===== src/hw/pcrp_pkg.sv =====
// Package: register map, field positions and limits of the read-only parameter bank
package pcrp_pkg;
  // ----------------------------------------------------------------
  // Bus shape
  // ----------------------------------------------------------------
  localparam int ADDR_W = 8;
  localparam int DATA_W = 32;
  localparam int LEN_W = 12;
  localparam int CNT_W = 9;
  localparam int BYTE_W = 16;
  localparam int VC_MAX = 4;
  // ----------------------------------------------------------------
  // Register offsets (byte addresses)
  // ----------------------------------------------------------------
  localparam logic [ADDR_W-1:0] OFS_IDENT = 8'h00;
  localparam logic [ADDR_W-1:0] OFS_CLASS_REV = 8'h04;
  localparam logic [ADDR_W-1:0] OFS_SUBSYS = 8'h08;
  localparam logic [ADDR_W-1:0] OFS_LINK = 8'h0C;
  localparam logic [ADDR_W-1:0] OFS_AER = 8'h10;
  localparam logic [ADDR_W-1:0] OFS_DEVCAP = 8'h14;
  localparam logic [ADDR_W-1:0] OFS_MSI = 8'h18;
  localparam logic [ADDR_W-1:0] OFS_PVC1 = 8'h1C;
  localparam logic [ADDR_W-1:0] OFS_RETRY = 8'h20;
  localparam logic [ADDR_W-1:0] OFS_CTRL = 8'h24;
  localparam logic [ADDR_W-1:0] OFS_OCCUPY = 8'h28;
  localparam logic [ADDR_W-1:0] OFS_BYTES = 8'h2C;
  // ----------------------------------------------------------------
  // Field positions
  // ----------------------------------------------------------------
  localparam int POS_HI16 = 16;
  localparam int POS_CLASS = 8;
  localparam int POS_SLOT_CLK = 8;
  localparam int POS_ECRC_GEN = 5;
  localparam int POS_ECRC_CHK = 7;
  localparam int POS_TAGS = 8;
  localparam int POS_MMC = 1;
  localparam int POS_MSI64 = 7;
  localparam int POS_LOWVC = 4;
  localparam int POS_RTY_PKT = 8;
  localparam int POS_RTY_AUTO = 16;
  localparam int POS_TAG_CNT = 16;
  localparam int POS_PAUSE = 0;
  // ----------------------------------------------------------------
  // Limits
  // ----------------------------------------------------------------
  localparam int MPS_LOG2_MIN = 7;
  localparam int RTY_LOG2_MAX = 14;
  localparam int RTY_AUTO_SHIFT = 2;
  localparam logic [15:0] ALL_ONES16 = 16'hFFFF;
endpackage


===== src/hw/pcrp_params.sv =====
// Read-only configuration bank with retry buffer and tag accounting
// ----------------------------------------------------------------
// Summary of operation
// RULE_01 - Device identifier fixed at build, writes ignored
// RULE_02 - Vendor identifier fixed, never all ones
// RULE_03 - Class code fixed, 24 bits, read only
// RULE_04 - Revision identifier fixed, 8 bits, read only
// RULE_05 - Subsystem device identifier fixed, read only
// RULE_06 - Subsystem vendor identifier fixed, never all ones
// RULE_07 - Slot clock bit shows common clock choice
// RULE_08 - ECRC check capable only with AER
// RULE_09 - ECRC generation capable only with AER
// RULE_10 - Link port number fixed, 8 bits
// RULE_11 - Outstanding tags limited to power-of-two count
// RULE_12 - MSI multiple message field encodes request count
// RULE_13 - MSI 64-bit flag; native endpoint forces it
// RULE_14 - Max payload supported field encodes build limit
// RULE_15 - One to four VCs, count reported
// RULE_16 - VCs below low count are low priority
// RULE_17 - Retry buffer holds packets until acknowledged
// RULE_18 - Retry buffer packet count never exceeds maximum
// RULE_19 - Auto sizing derives retry size from payload
// RULE_20 - Without AER both ECRC bits read zero
// ----------------------------------------------------------------
module pcrp_params #(
  parameter logic [15:0] DEVICE_IDENTIFIER = 16'h0001,    // Arbitrary value
  parameter logic [15:0] VENDOR_IDENTIFIER = 16'h0002,    // Arbitrary value
  parameter logic [23:0] CLASS_CODE = 24'h000000,
  parameter logic [7:0] SILICON_REVISION = 8'h01,      // Arbitrary value
  parameter logic [15:0] SUBSYS_ID = 16'h0003,    // Arbitrary value
  parameter logic [15:0] SUBSYS_VENDOR_IDENTIFIER = 16'h0004, // Arbitrary value
  parameter bit LINK_COMMON_CLK = 1'b1,
  parameter bit AER_EN = 1'b1,
  parameter bit ECRC_CHECK_EN = 1'b1,
  parameter bit ECRC_GEN_EN = 1'b1,
  parameter logic [7:0] PORT_NUMBER = 8'h01,
  parameter int TAGS_SUPPORTED = 32,
  parameter int MSI_MESSAGES = 1,
  parameter bit MSI_64BIT = 1'b1,
  parameter bit NATIVE_ENDPOINT = 1'b1,
  parameter int MAX_PAYLOAD = 256,
  parameter int NUM_VC = 1,
  parameter int NUM_LOW_VC = 0,
  parameter bit RETRY_AUTO = 1'b1,
  parameter int RETRY_BYTES = 4096,
  parameter int RETRY_MAX_PKTS = 64
) (
  input wire logic clk,
  input wire logic sys_rst,
  input wire logic [pcrp_pkg::ADDR_W-1:0] reg_addr,
  input wire logic [pcrp_pkg::DATA_W-1:0] reg_wdata,
  input wire logic reg_wr,
  input wire logic reg_rd,
  output logic [pcrp_pkg::DATA_W-1:0] reg_rdata,
  input wire logic tx_req,
  input wire logic [pcrp_pkg::LEN_W-1:0] tx_len,
  output logic tx_grant,
  output logic tx_refuse,
  input wire logic ack_valid,
  input wire logic [pcrp_pkg::LEN_W-1:0] ack_len,
  input wire logic tag_req,
  input wire logic tag_release,
  output logic tag_grant,
  output logic retry_full,
  output logic [pcrp_pkg::VC_MAX-1:0] vc_low_prio
);
  import pcrp_pkg::*;

  // ----------------------------------------------------------------
  // Derived build constants
  // ----------------------------------------------------------------
  localparam int MPS_LOG2 = $clog2(MAX_PAYLOAD);
  localparam int AUTO_LOG2 = (MPS_LOG2 + RTY_AUTO_SHIFT > RTY_LOG2_MAX) ?
                             RTY_LOG2_MAX : MPS_LOG2 + RTY_AUTO_SHIFT;
  localparam int RTY_LOG2 = RETRY_AUTO ? AUTO_LOG2 : $clog2(RETRY_BYTES); // RULE_19
  localparam logic [BYTE_W-1:0] RTY_SIZE = BYTE_W'(1 << RTY_LOG2);
  localparam logic [CNT_W-1:0] RTY_PKTS = CNT_W'(RETRY_MAX_PKTS);
  localparam logic [CNT_W-1:0] TAG_MAX = CNT_W'(TAGS_SUPPORTED);
  localparam logic [2:0] MPS_CODE = 3'(MPS_LOG2 - MPS_LOG2_MIN);
  localparam logic [2:0] MMC_CODE = 3'($clog2(MSI_MESSAGES));
  localparam logic [3:0] TAG_LOG2 = 4'($clog2(TAGS_SUPPORTED));
  localparam logic [2:0] VC_EXT = 3'(NUM_VC - 1);
  localparam logic [2:0] LOW_VC = 3'(NUM_LOW_VC);
  localparam logic [4:0] RTY_CODE = 5'(RTY_LOG2);
  localparam logic [3:0] PKT_CODE = 4'($clog2(RETRY_MAX_PKTS));
  localparam bit ECRC_CHK = AER_EN & ECRC_CHECK_EN; // RULE_08 RULE_20
  localparam bit ECRC_GEN = AER_EN & ECRC_GEN_EN;   // RULE_09 RULE_20
  localparam bit MSI64 = MSI_64BIT | NATIVE_ENDPOINT; // RULE_13

  // ----------------------------------------------------------------
  // State
  // ----------------------------------------------------------------
  typedef struct packed {
    logic [DATA_W-1:0] rdata;
    logic pause;
    logic [CNT_W-1:0] pkt_cnt;
    logic [BYTE_W-1:0] byte_cnt;
    logic [CNT_W-1:0] tag_cnt;
    logic tx_grant;
    logic tx_refuse;
    logic tag_grant;
    logic retry_full;
    logic [VC_MAX-1:0] vc_low;
  } pcrp_state_type;

  pcrp_state_type st_q;
  pcrp_state_type st_d;

  // Read decode; unmapped offsets answer zero
  function automatic logic [DATA_W-1:0] read_word(
    input logic [ADDR_W-1:0] a,
    input pcrp_state_type s
  );
    logic [DATA_W-1:0] w;
    w = '0;
    case (a)
      OFS_IDENT: begin
        w = {DEVICE_IDENTIFIER, VENDOR_IDENTIFIER}; // RULE_01 RULE_02
      end
      OFS_CLASS_REV: begin
        w = {CLASS_CODE, SILICON_REVISION}; // RULE_03 RULE_04
      end
      OFS_SUBSYS: begin
        w = {SUBSYS_ID, SUBSYS_VENDOR_IDENTIFIER}; // RULE_05 RULE_06
      end
      OFS_LINK: begin
        w[7:0] = PORT_NUMBER; // RULE_10
        w[POS_SLOT_CLK] = LINK_COMMON_CLK; // RULE_07
      end
      OFS_AER: begin
        w[POS_ECRC_GEN] = ECRC_GEN; // RULE_09
        w[POS_ECRC_CHK] = ECRC_CHK; // RULE_08
      end
      OFS_DEVCAP: begin
        w[2:0] = MPS_CODE; // RULE_14
        w[POS_TAGS +: 4] = TAG_LOG2; // RULE_11
      end
      OFS_MSI: begin
        w[POS_MMC +: 3] = MMC_CODE; // RULE_12
        w[POS_MSI64] = MSI64; // RULE_13
      end
      OFS_PVC1: begin
        w[2:0] = VC_EXT; // RULE_15
        w[POS_LOWVC +: 3] = LOW_VC; // RULE_16
      end
      OFS_RETRY: begin
        w[4:0] = RTY_CODE;
        w[POS_RTY_PKT +: 4] = PKT_CODE;
        w[POS_RTY_AUTO] = RETRY_AUTO;
      end
      OFS_CTRL: begin
        w[POS_PAUSE] = s.pause;
      end
      OFS_OCCUPY: begin
        w[CNT_W-1:0] = s.pkt_cnt;
        w[POS_TAG_CNT +: CNT_W] = s.tag_cnt;
      end
      OFS_BYTES: begin
        w[BYTE_W-1:0] = s.byte_cnt;
      end
      default: begin
        w = '0;
      end
    endcase
    return w;
  endfunction

  // ----------------------------------------------------------------
  // Next state
  // ----------------------------------------------------------------
  // Accept and acknowledge may land together; both are applied
  always_comb begin
    logic accept;
    logic room;
    logic [BYTE_W-1:0] need;
    logic [CNT_W-1:0] pk;
    logic [BYTE_W-1:0] by;
    logic [CNT_W-1:0] tg;
    accept = 1'b0;
    room = 1'b0;
    need = '0;
    pk = '0;
    by = '0;
    tg = '0;
    st_d = st_q;
    st_d.rdata = reg_rd ? read_word(reg_addr, st_q) : '0;
    // Only the pause bit is writable; identity words ignore writes
    if (reg_wr && reg_addr == OFS_CTRL) begin
      st_d.pause = reg_wdata[POS_PAUSE];
    end
    // Packet admission: both byte and packet room must hold
    need = st_q.byte_cnt + BYTE_W'(tx_len);
    room = (st_q.pkt_cnt < RTY_PKTS) && (need <= RTY_SIZE); // RULE_17 RULE_18
    accept = tx_req && room && !st_q.pause;
    st_d.tx_grant = accept;
    st_d.tx_refuse = tx_req && !accept;
    pk = st_q.pkt_cnt;
    by = st_q.byte_cnt;
    if (accept) begin
      pk = pk + CNT_W'(1);
      by = need;
    end
    // Storage is released only by acknowledgement; counts saturate at zero
    if (ack_valid && pk != '0) begin
      pk = pk - CNT_W'(1); // RULE_17
      by = (by >= BYTE_W'(ack_len)) ? by - BYTE_W'(ack_len) : '0;
    end
    st_d.pkt_cnt = pk;
    st_d.byte_cnt = by;
    st_d.retry_full = (pk >= RTY_PKTS); // RULE_18
    // Tag pool for non-posted requests
    tg = st_q.tag_cnt;
    st_d.tag_grant = tag_req && (tg < TAG_MAX); // RULE_11
    if (st_d.tag_grant) begin
      tg = tg + CNT_W'(1);
    end
    if (tag_release && tg != '0) begin
      tg = tg - CNT_W'(1);
    end
    st_d.tag_cnt = tg;
    // Priority grouping of implemented channels
    for (int i = 0; i < VC_MAX; i++) begin
      st_d.vc_low[i] = (i < NUM_LOW_VC) && (i < NUM_VC); // RULE_15 RULE_16
    end
  end

  // ----------------------------------------------------------------
  // Registers
  // ----------------------------------------------------------------
  // Synchronous reset clears all counters and outputs
  always_ff @(posedge clk) begin
    if (sys_rst) begin
      st_q <= '0;
    end else begin
      st_q <= st_d;
    end
  end

  // Outputs straight from flops
  assign reg_rdata = st_q.rdata;
  assign tx_grant = st_q.tx_grant;
  assign tx_refuse = st_q.tx_refuse;
  assign tag_grant = st_q.tag_grant;
  assign retry_full = st_q.retry_full;
  assign vc_low_prio = st_q.vc_low;
endmodule


===== config.mk =====
export PLATFORM = sky130hd
export DESIGN_NAME = pcrp_params
export DESIGN_NICKNAME = d
export VERILOG_FILES = /design/src/hw/pcrp_pkg.sv /design/src/hw/pcrp_params.sv
export SDC_FILE = /design/constraint.sdc
export NUM_CORES = 1
export LEC_CHECK = 0
export BUFFER_PORTS_ARGS = -buffer_cell sky130_fd_sc_hd__buf_2
export CORE_MARGIN = 8
export CORE_UTILIZATION = 55
export CTS_BUF_LIST = sky130_fd_sc_hd__clkbuf_8 sky130_fd_sc_hd__clkbuf_16
export CTS_CLUSTER_SIZE = 8
export DETAILED_ROUTE_END_ITERATION = 10
export PLACE_DENSITY = 0.78
export SLEW_MARGIN = 20
export SYNTH_ARGS = -nofsm -noshare
export SYNTH_HDL_FRONTEND = slang
export SYNTH_SLANG_ARGS = --single-unit
export TNS_END_PERCENT = 1

===== constraint.sdc =====
create_clock -name clk -period 8.4 [get_ports clk]
set_input_delay 1.26 -clock clk [delete_from_list [all_inputs] [get_ports clk]]
set_output_delay 1.26 -clock clk [all_outputs]
set_load 0.005 [all_outputs]

==> results of run 1 <==
## cell families after synthesis
family,count (synthesis),synth area share (%)
AOI/OAI and AO/OA,134,19.3
xor gates and xnor gates,36,6.75
adders and majority gates,31,8.63
buffers and inverters,83,9.73
DFF,64,27.4
muxes,17,3.89
other,1,0.0803
and+or+nand+nor,216,24.1
## layer usage
layer | track usage, % | vias up | wire length (um)
met2 | 32.0 | 135 | 5360
li1 | - | 2117 | -
met4 | 7.43 | 0 | 286
met1 | 25.3 | 1990 | 5400
met5 | 0 | - | 0
met3 | 4.70 | 24 | 769
## power groups by stage
stage	registers, mW	logic [mW]	clock network [mW]
floorplan	0.436	0.920	0
global placement	0.481	1.08	0
detailed placement	0.484	1.12	0
CTS	0.478	1.13	0.263
global route	0.489	1.27	0.275
finish	0.482	1.15	0.259
## sequential cells by signal (all words and copies together), names as in the netlist
| register | count |
|---|---|
| tx_grant | 1 |
| reg_rdata | 25 |
| tag_grant | 1 |
| st_q | 35 |
| retry_full | 1 |
| tx_refuse | 1 |
## final timing paths
path                         to  slack (ns)
setup / recovery       st_q[17]        1.13
hold / removal    reg_rdata[24]        0.48
setup reg to reg       st_q[17]        1.61
hold reg to reg   reg_rdata[24]        0.48
## cell usage in the layout, fill, tap and decap left out, types with 3 or more instances in the layout
cell                       instances
sky130_fd_sc_hd__o21ai_0          20
sky130_fd_sc_hd__o31ai_1           5
sky130_fd_sc_hd__and2_1           14
sky130_fd_sc_hd__o311ai_0          3
sky130_fd_sc_hd__a31oi_1           4
sky130_fd_sc_hd__nand4_1          12
sky130_fd_sc_hd__clkbuf_8          9
sky130_fd_sc_hd__mux2_2            9
sky130_fd_sc_hd__o21a_1            7
sky130_fd_sc_hd__nand3_1          19
sky130_fd_sc_hd__and3_1           15
sky130_fd_sc_hd__nor2b_1           9
sky130_fd_sc_hd__nand2b_1          7
sky130_fd_sc_hd__or3_1             7
sky130_fd_sc_hd__nor3_1           20
sky130_fd_sc_hd__inv_1            26
sky130_fd_sc_hd__nand3b_1          3
sky130_fd_sc_hd__ha_1             29
sky130_fd_sc_hd__xnor2_1          22
sky130_fd_sc_hd__a221oi_1          3
sky130_fd_sc_hd__a211oi_1          9
sky130_fd_sc_hd__nor4_1            4
sky130_fd_sc_hd__a21oi_1          43
sky130_fd_sc_hd__nor2_1           51
sky130_fd_sc_hd__o211ai_1          5
sky130_fd_sc_hd__o21bai_1          3
sky130_fd_sc_hd__xor2_1           14
sky130_fd_sc_hd__a21o_1            5
sky130_fd_sc_hd__buf_2            69
sky130_fd_sc_hd__dfxtp_1          64
sky130_fd_sc_hd__nand2_1          38
sky130_fd_sc_hd__mux2i_1           8
sky130_fd_sc_hd__conb_1           11
sky130_fd_sc_hd__nor3b_1           7
## metrics by stage
| stage | total power [mW] | worst slack, ns | instance area, um^2 |
|---|---|---|---|
| after detailed placement | 1.60 | 0.955 | 4830 |
| after global routing | 2.04 | 0.719 | 5030 |
| final | 1.89 | 1.13 | 5030 |
| after floorplan | 1.36 | 1.91 | 4710 |
| after global placement | 1.56 | 1.16 | 4830 |
| after CTS | 1.87 | 1.30 | 5030 |
## area by class of cell
class,count,area [um^2]
multi-input cells,445,2970
inverters,26,97.6
repair buffers,70,353
well taps,105,131
flip-flops and latches,64,1280
fillers,764,3190
clock inverters,7,72.6
clock buffers,9,124
==> Flow_metrics.wiki, run 1 <==
{| class="wikitable"
! Metric !! Value
|-
| Number of top-level pins || approximately 110
|-
| Worst-margin pin slew || 0.981 ns
|-
| CP delay by family, top || compound AO/OA/AOI/OAI gates
|-
| Net count reported at finish || 719
|-
| Most used cell along the critical path || sky130_fd_sc_hd__o21ai_0
|-
| P_sw || between 800 and 900 uW
|-
| Routed vias || 4,266
|-
| Fraction of layout cells with a size suffix above 1 || between 10% and 20%
|-
| Clock latency of the later-clocked register in the worst-skew pair || 0.35 ns
|-
| Count of cells resized by post-cts repair || 0
|-
| Count of different cell masters after synthesis || 65
|-
| Portion of total power attributed to combinational logic || 60.8%
|-
| Overall fraction of global-route tracks in use || 19.9%
|-
| Detailed-router iteration count before antenna repair || 4
|-
| Final weighted congestion in routability-driven placement || about 0.94
|-
| Layout area overhead || 7.74%
|-
| WL/cell || around 16 um
|-
| Total stage count of the critical path || 25
|-
| Worst Path Max Fanout || 14
|-
| Maximum cell stage delay along the critical path || about 0.54 ns
|-
| Placeable core region || 0.00822 mm^2
|-
| Arrival @ worst endpoint || 7.46 ns
|-
| Top-area cell type share of the netlist area || between 20% and 30%
|-
| Dominant register cell in the synthesized netlist || sky130_fd_sc_hd__dfxtp_1
|-
| Relative slew margins || 34.6%
|-
| Max_cap viols || 0
|-
| CTS tree || done
|-
| Die H || 108 um
|-
| Number of standard-cell rows in the floorplan || 33
|-
| Detail Placement HPWL || between 9000 and 10,000 um
|-
| Run status || finished, final reports clean
|-
| Die W || 108 um
|-
| Number of inserted diodes || 0
|-
| Critical path class || input pin to register
|-
| Clock tree root buffer cell || sky130_fd_sc_hd__clkbuf_8
|-
| Final Hold Viols || 0
|-
| Unrepaired setup endpoints after global routing || false
|-
| Area of the die || 0.0117 mm^2
|-
| CTS buffer count || 9
|-
| Reg2Reg Depth || 24
|-
| Final core occ || 61.2%
|-
| Grt total ovfl || 0
|-
| Leading post-synthesis cells by cell area || sky130_fd_sc_hd__dfxtp_1, sky130_fd_sc_hd__ha_1, sky130_fd_sc_hd__buf_4
|-
| Worst Skew || 0.0106 ns
|-
| Hold path startpoint || st_q[16]
|-
| Starting density of the core || 56.8%
|-
| Switching Fraction || 47.6%
|-
| Leakage component of the power || 2.25 nW
|-
| Mapped cell area || 0.00467 mm^2
|-
| Share of async-settable or async-resettable flops after synthesis || 0%
|-
| DRT iter0 DRCs || between 200 and 250
|-
| Synth cell count leaders || sky130_fd_sc_hd__dfxtp_1, sky130_fd_sc_hd__nor2_1, sky130_fd_sc_hd__a21oi_1
|-
| Beginning of the critical path || tx_len[0]
|-
| Avg Cell Area, Syn || 8.02 um^2
|-
| Count of warnings emitted by yosys || 0
|-
| WHS || 0.485 ns
|-
| CTS Hold Bufs || 0
|-
| Maximum number of pins on one net before global-route repair || 39
|-
| Post-route setup TNS || 0 ns
|-
| Initial antenna violation count || 0
|-
| Startpoint of the most critical register-to-register path || st_q[17]
|-
| Number of synthesized flops with an enable pin || 0
|-
| Power density normalized to cell area || about 380 mW/mm^2
|-
| Clock sink total || 64
|-
| Reg power frac || 25.5%
|-
| Final cycle utilization of the critical path || 86.5%
|-
| Cell with the most instances after synthesis || sky130_fd_sc_hd__dfxtp_1
|-
| Number of buffers and inverters on the critical path || 3
|-
| Filler-free cell count of the finished design || 726
|-
| Number of cells in the design after placement || just over 700
|-
| Max Root-Sink Buffers || 2
|-
| Cells after Synth || between 500 and 600
|-
| CP Capture Type || register
|-
| Internal power consumption || 990 uW
|-
| Worst hold-check path type || register to register
|-
| Sequential fraction of the synthesis area || 27.4%
|-
| Most area-hungry cell type in the Yosys netlist || sky130_fd_sc_hd__dfxtp_1
|-
| Aggregate routed wire length || 11,800 um
|-
| Post-CTS Setup Bufs || 0
|-
| Clock slew seen by the registers of the worst setup and hold paths || 0.08 ns
|-
| Setup violation total in the final timing report || 0
|-
| Fin crit period || 7.27 ns
|-
| Global-route wire length before repair || 18,900 um
|-
| Port-buffer cells || between 60 and 70
|-
| Startpoint types || input pin
|-
| Cell type of the slowest stage on the worst timing path || sky130_fd_sc_hd__or3_1
|-
| Required time of the critical path || 8.59 ns
|-
| Fmax || 0.138 GHz
|-
| Vias per inst || 5.88
|-
| H-tree depth || 3
|-
| Count of state elements after synthesis || 64
|-
| Clock power frac || 13.7%
|-
| Peak VDD IR || 0.170 mV
|-
| Residual DRC || 0
|-
| DRT antenna net count || 0
|-
| Via count of the first global-routing pass || 4,000
|-
| Instance count along the most critical hold path || 1
|-
| Final Max Tran Viols || 0
|}
Note: power is estimated with default switching activity, not from simulation.
==> run 2: changes to the inputs <==
--- a/config.mk
+++ b/config.mk
@@ -7,5 +7,6 @@
 export LEC_CHECK = 0
+export ABC_AREA = 1
 export BUFFER_PORTS_ARGS = -buffer_cell sky130_fd_sc_hd__buf_2
 export CORE_MARGIN = 8
-export CORE_UTILIZATION = 55
+export CORE_UTILIZATION = 56
 export CTS_BUF_LIST = sky130_fd_sc_hd__clkbuf_8 sky130_fd_sc_hd__clkbuf_16
--- a/constraint.sdc
+++ b/constraint.sdc
@@ -3,2 +3,2 @@
 set_output_delay 1.26 -clock clk [all_outputs]
-set_load 0.005 [all_outputs]
+set_load 0.01 [all_outputs]
==> run 2 against run 1 <==
Effect of this change:
- clock skew fell by 0.00064 ns
- first-iteration DRC count grew 61%
- design area up 8.4%
- setup slack improved by 1.1 ns
- worst hold slack worse by 0.013 ns
- critical path depth grew 6
- combinational power hardly changed
- critical path type unchanged
- critical endpoint is now st_q[30]
- highest routed layer unchanged
==> Flow_metrics.wiki, run 2 <==
{| class="wikitable"
! Metric !! Value
|-
| Initial antenna violation count || 0 (unchanged)
|-
| Most common cell after layout, fill and taps aside || sky130_fd_sc_hd__nand2_1 (was sky130_fd_sc_hd__buf_2)
|-
| Capture point of the worst path || st_q[30] (was st_q[17])
|-
| Multi-input logic area || 0.00297 mm^2 (about the same)
|-
| Worst Setup Slack, final || 2.19 ns (was 1.13 ns)
|-
| Largest register by flop count || st_q (unchanged)
|-
| Layout area overhead || 7.18% (was 7.74%)
|-
| Number of top-level pins || 112 (unchanged)
|-
| Residual DRC || 0 (unchanged)
|-
| R2R setup slack || 2.79 ns (was 1.61 ns)
|-
| Cell type of the slowest stage on the worst timing path || sky130_fd_sc_hd__fa_1 (was sky130_fd_sc_hd__or3_1)
|-
| CTS tree || done (unchanged)
|-
| Die W || 111 um (was 108 um)
|-
| Detailed-router iteration count before antenna repair || 5 (was 4)
|-
| WHS || 0.472 ns (was 0.485 ns)
|-
| Number of inserted diodes || 0 (unchanged)
|-
| Setup violation total in the final timing report || 0 (unchanged)
|-
| Worst hold-check path type || register to register (unchanged)
|-
| Routed vias || 5,096 (was 4,266)
|-
| Run status || finished, final reports clean (unchanged)
|-
| Clock sink total || 64 (unchanged)
|-
| Global routing met2 resource utilization || 32.9% (was 32.0%)
|-
| Peak VDD IR || 0.169 mV (was 0.170 mV)
|-
| Relative slew margins || 48.3% (was 34.6%)
|-
| Starting density of the core || 58.0% (was 56.8%)
|-
| DRT antenna net count || 0 (unchanged)
|-
| Beginning of the critical path || tx_len[0] (unchanged)
|-
| Required time of the critical path || 8.65 ns (was 8.59 ns)
|-
| Total design power || 1.92 mW (was 1.89 mW)
|-
| Leading cell types in the layout, fill and taps excluded || sky130_fd_sc_hd__nand2_1, sky130_fd_sc_hd__inv_1, sky130_fd_sc_hd__nor2_1 (was sky130_fd_sc_hd__buf_2, sky130_fd_sc_hd__dfxtp_1, sky130_fd_sc_hd__nor2_1)
|-
| Placeable core region || 0.00876 mm^2 (was 0.00822 mm^2)
|-
| Reg2Reg Depth || 30 (was 24)
|-
| Startpoint types || input pin (unchanged)
|-
| Most area-hungry cell type in the Yosys netlist || sky130_fd_sc_hd__dfxtp_1 (unchanged)
|-
| Count of state elements after synthesis || 64 (unchanged)
|-
| Clock tree root buffer cell || sky130_fd_sc_hd__clkbuf_8 (unchanged)
|-
| Leading post-synthesis cells by cell area || sky130_fd_sc_hd__dfxtp_1, sky130_fd_sc_hd__nand2_1, sky130_fd_sc_hd__inv_1 (was sky130_fd_sc_hd__dfxtp_1, sky130_fd_sc_hd__ha_1, sky130_fd_sc_hd__buf_4)
|-
| Cells after Synth || 795 (was 582)
|-
| Most used cell along the critical path || sky130_fd_sc_hd__inv_1 (was sky130_fd_sc_hd__o21ai_0)
|-
| GR Layer Usage met3 || 4.82% (was 4.70%)
|-
| Flip-flop count of the largest register, all copies and words added || 35 (unchanged)
|-
| Worst Skew || 0.00998 ns (was 0.0106 ns)
|-
| Worst-margin pin slew || 0.774 ns (was 0.981 ns)
|-
| Dominant register cell in the synthesized netlist || sky130_fd_sc_hd__dfxtp_1 (unchanged)
|-
| Synth cell count leaders || sky130_fd_sc_hd__nand2_1, sky130_fd_sc_hd__inv_1, sky130_fd_sc_hd__nor2_1 (was sky130_fd_sc_hd__dfxtp_1, sky130_fd_sc_hd__nor2_1, sky130_fd_sc_hd__a21oi_1)
|-
| Worst setup timing slack at the placement stage || 1.96 ns (was 0.955 ns)
|-
| Leakage component of the power || 2.91 nW (was 2.25 nW)
|-
| Port-buffer cells || 69 (unchanged)
|-
| Power density normalized to cell area || 353 mW/mm^2 (was 375 mW/mm^2)
|-
| Aggregate routed wire length || 13,200 um (was 11,800 um)
|-
| Net count reported at finish || 938 (was 719)
|-
| Fin crit period || 6.21 ns (was 7.27 ns)
|-
| H-tree depth || 3 (unchanged)
|-
| Cell with the most instances after synthesis || sky130_fd_sc_hd__nand2_1 (was sky130_fd_sc_hd__dfxtp_1)
|-
| Detail Placement HPWL || 10,500 um (was 9180 um)
|-
| Fraction of layout cells with a size suffix above 1 || 16.2% (was 16.7%)
|-
| Count of warnings emitted by yosys || 0 (unchanged)
|-
| Grt total ovfl || 0 (unchanged)
|-
| Critical path class || input pin to register (unchanged)
|-
| Area of the die || 0.0124 mm^2 (was 0.0117 mm^2)
|-
| Count of cells resized by post-cts repair || 0 (unchanged)
|-
| Die H || 111 um (was 108 um)
|-
| Top-area cell type share of the netlist area || 25.2% (was 27.4%)
|-
| Mapped cell area || 0.00509 mm^2 (was 0.00467 mm^2)
|-
| Sequential fraction of the synthesis area || 25.2% (was 27.4%)
|-
| Post-CTS Setup Bufs || 0 (unchanged)
|-
| Clock latency of the later-clocked register in the worst-skew pair || 0.36 ns (was 0.35 ns)
|-
| Fmax || 0.161 GHz (was 0.138 GHz)
|-
| Met1 usage || 26.7% (was 25.3%)
|-
| Vias per inst || 5.38 (was 5.88)
|-
| Number of synthesized flops with an enable pin || 0 (unchanged)
|-
| Final weighted congestion in routability-driven placement || 0.948 (was 0.937)
|-
| Max Root-Sink Buffers || 2 (unchanged)
|-
| Avg Cell Area, Syn || 6.40 um^2 (was 8.02 um^2)
|-
| DRT iter0 DRCs || 379 (was 235)
|-
| Maximum cell stage delay along the critical path || 0.40 ns (was 0.54 ns)
|-
| WL/cell || 14.0 um (was 16.3 um)
|-
| Max_cap viols || 0 (unchanged)
|-
| Final cycle utilization of the critical path || 73.9% (was 86.5%)
|-
| Global routing's busiest layer || met2 (unchanged)
|-
| Via count of the first global-routing pass || 4,765 (was 4,000)
|-
| Number of standard-cell rows in the floorplan || 34 (was 33)
|-
| CTS buffer count || 9 (unchanged)
|-
| Count of different cell masters after synthesis || 45 (was 65)
|-
| Worst Path Max Fanout || 19 (was 14)
|-
| Final Hold Viols || 0 (unchanged)
|-
| Unrepaired setup endpoints after global routing || false (unchanged)
|-
| Clock slew seen by the registers of the worst setup and hold paths || 0.09 ns (was 0.08 ns)
|-
| Area of all sequential standard cells || 0.00128 mm^2 (unchanged)
|-
| Maximum number of pins on one net before global-route repair || 23 (was 39)
|-
| Post-route setup TNS || 0 ns (unchanged)
|-
| Final core occ || 62.2% (was 61.2%)
|-
| Crit Reg-Reg Endpoint || st_q[30] (was st_q[17])
|-
| Final-layout fill cell count || 837 (was 764)
|-
| CTS Hold Bufs || 0 (unchanged)
|-
| Startpoint of the most critical register-to-register path || st_q[17] (unchanged)
|-
| Share of async-settable or async-resettable flops after synthesis || 0% (unchanged)
|-
| Overall fraction of global-route tracks in use || 20.9% (was 19.9%)
|-
| Global-route wire length before repair || 21,900 um (was 18,900 um)
|-
| Arrival @ worst endpoint || 6.46 ns (was 7.46 ns)
|-
| CP Capture Type || register (unchanged)
|-
| Final Max Tran Viols || 0 (unchanged)
|}
-- run 2: cell types whose count changed in the layout (fill, tap and decap cells not counted), sizes merged, moves of 12 or more --
cell	previous run	this run
nand3	19	57
nor2	51	97
xnor2	22	2
and2	14	2
inv	26	132
and3	15	0
o21ai	21	52
nand2	38	194
-- run 2: area by class of cell --
| class | instances | share of cell area (%) |
|---|---|---|
| multi-input cells | 559 | 54.4 |
| clock buffers | 9 | 2.27 |
| well taps | 108 | 2.48 |
| repair buffers | 69 | 6.33 |
| inverters | 132 | 9.09 |
| clock inverters | 7 | 1.93 |
| flip-flops and latches | 64 | 23.5 |
-- run 2: critical path: cells and delay by family --
kind                       cells  cell delay [ns]
and+or+nand+nor               14             2.02
AOI/OAI and AO/OA              6             1.22
buffers and inverters          8             0.98
adders and majority gates      3             0.94
-- run 2: stage by stage --
step                      std cells  cell area [um^2]
after detailed placement        932              5220
after global placement          932              5220
after CTS                       948              5450
final                           948              5450
after floorplan                 805              5120
after global routing            948              5450
-- run 2: cell families after synthesis --
kind of cell | count (synthesis) | synth area share, %
and+or+nand+nor | 394 | 35.8
buffers and inverters | 182 | 17.2
AOI/OAI and AO/OA | 115 | 12.3
DFF | 64 | 25.2
adders and majority gates | 31 | 7.92
xor gates and xnor gates | 8 | 1.53
other | 1 | 0.0737
-- run 2: worst min-delay path by stage --
stage	startpoint	cells after the start	to
6_report	st_q[13]	2	reg_rdata[21]
3_3_place_gp	st_q[13]	2	reg_rdata[21]
5_1_grt	st_q[15]	2	reg_rdata[23]
3_5_place_dp	st_q[13]	2	reg_rdata[21]
2_1_floorplan	st_q[13]	2	reg_rdata[21]
4_1_cts	st_q[13]	2	reg_rdata[21]
-- run 2: routing by layer --
metal,up-vias,part of all wire [%]
met1,2285,44
met4,0,2.9
met2,219,44
met5,-,0
li1,2562,-
met3,30,8.3
-- run 2: power breakdown --
group          internal [mW]  total (mW)  switching, mW
logic                  0.389        1.18          0.795
clock network          0.170       0.309          0.139
registers              0.369       0.430         0.0615
total                  0.928        1.92          0.995
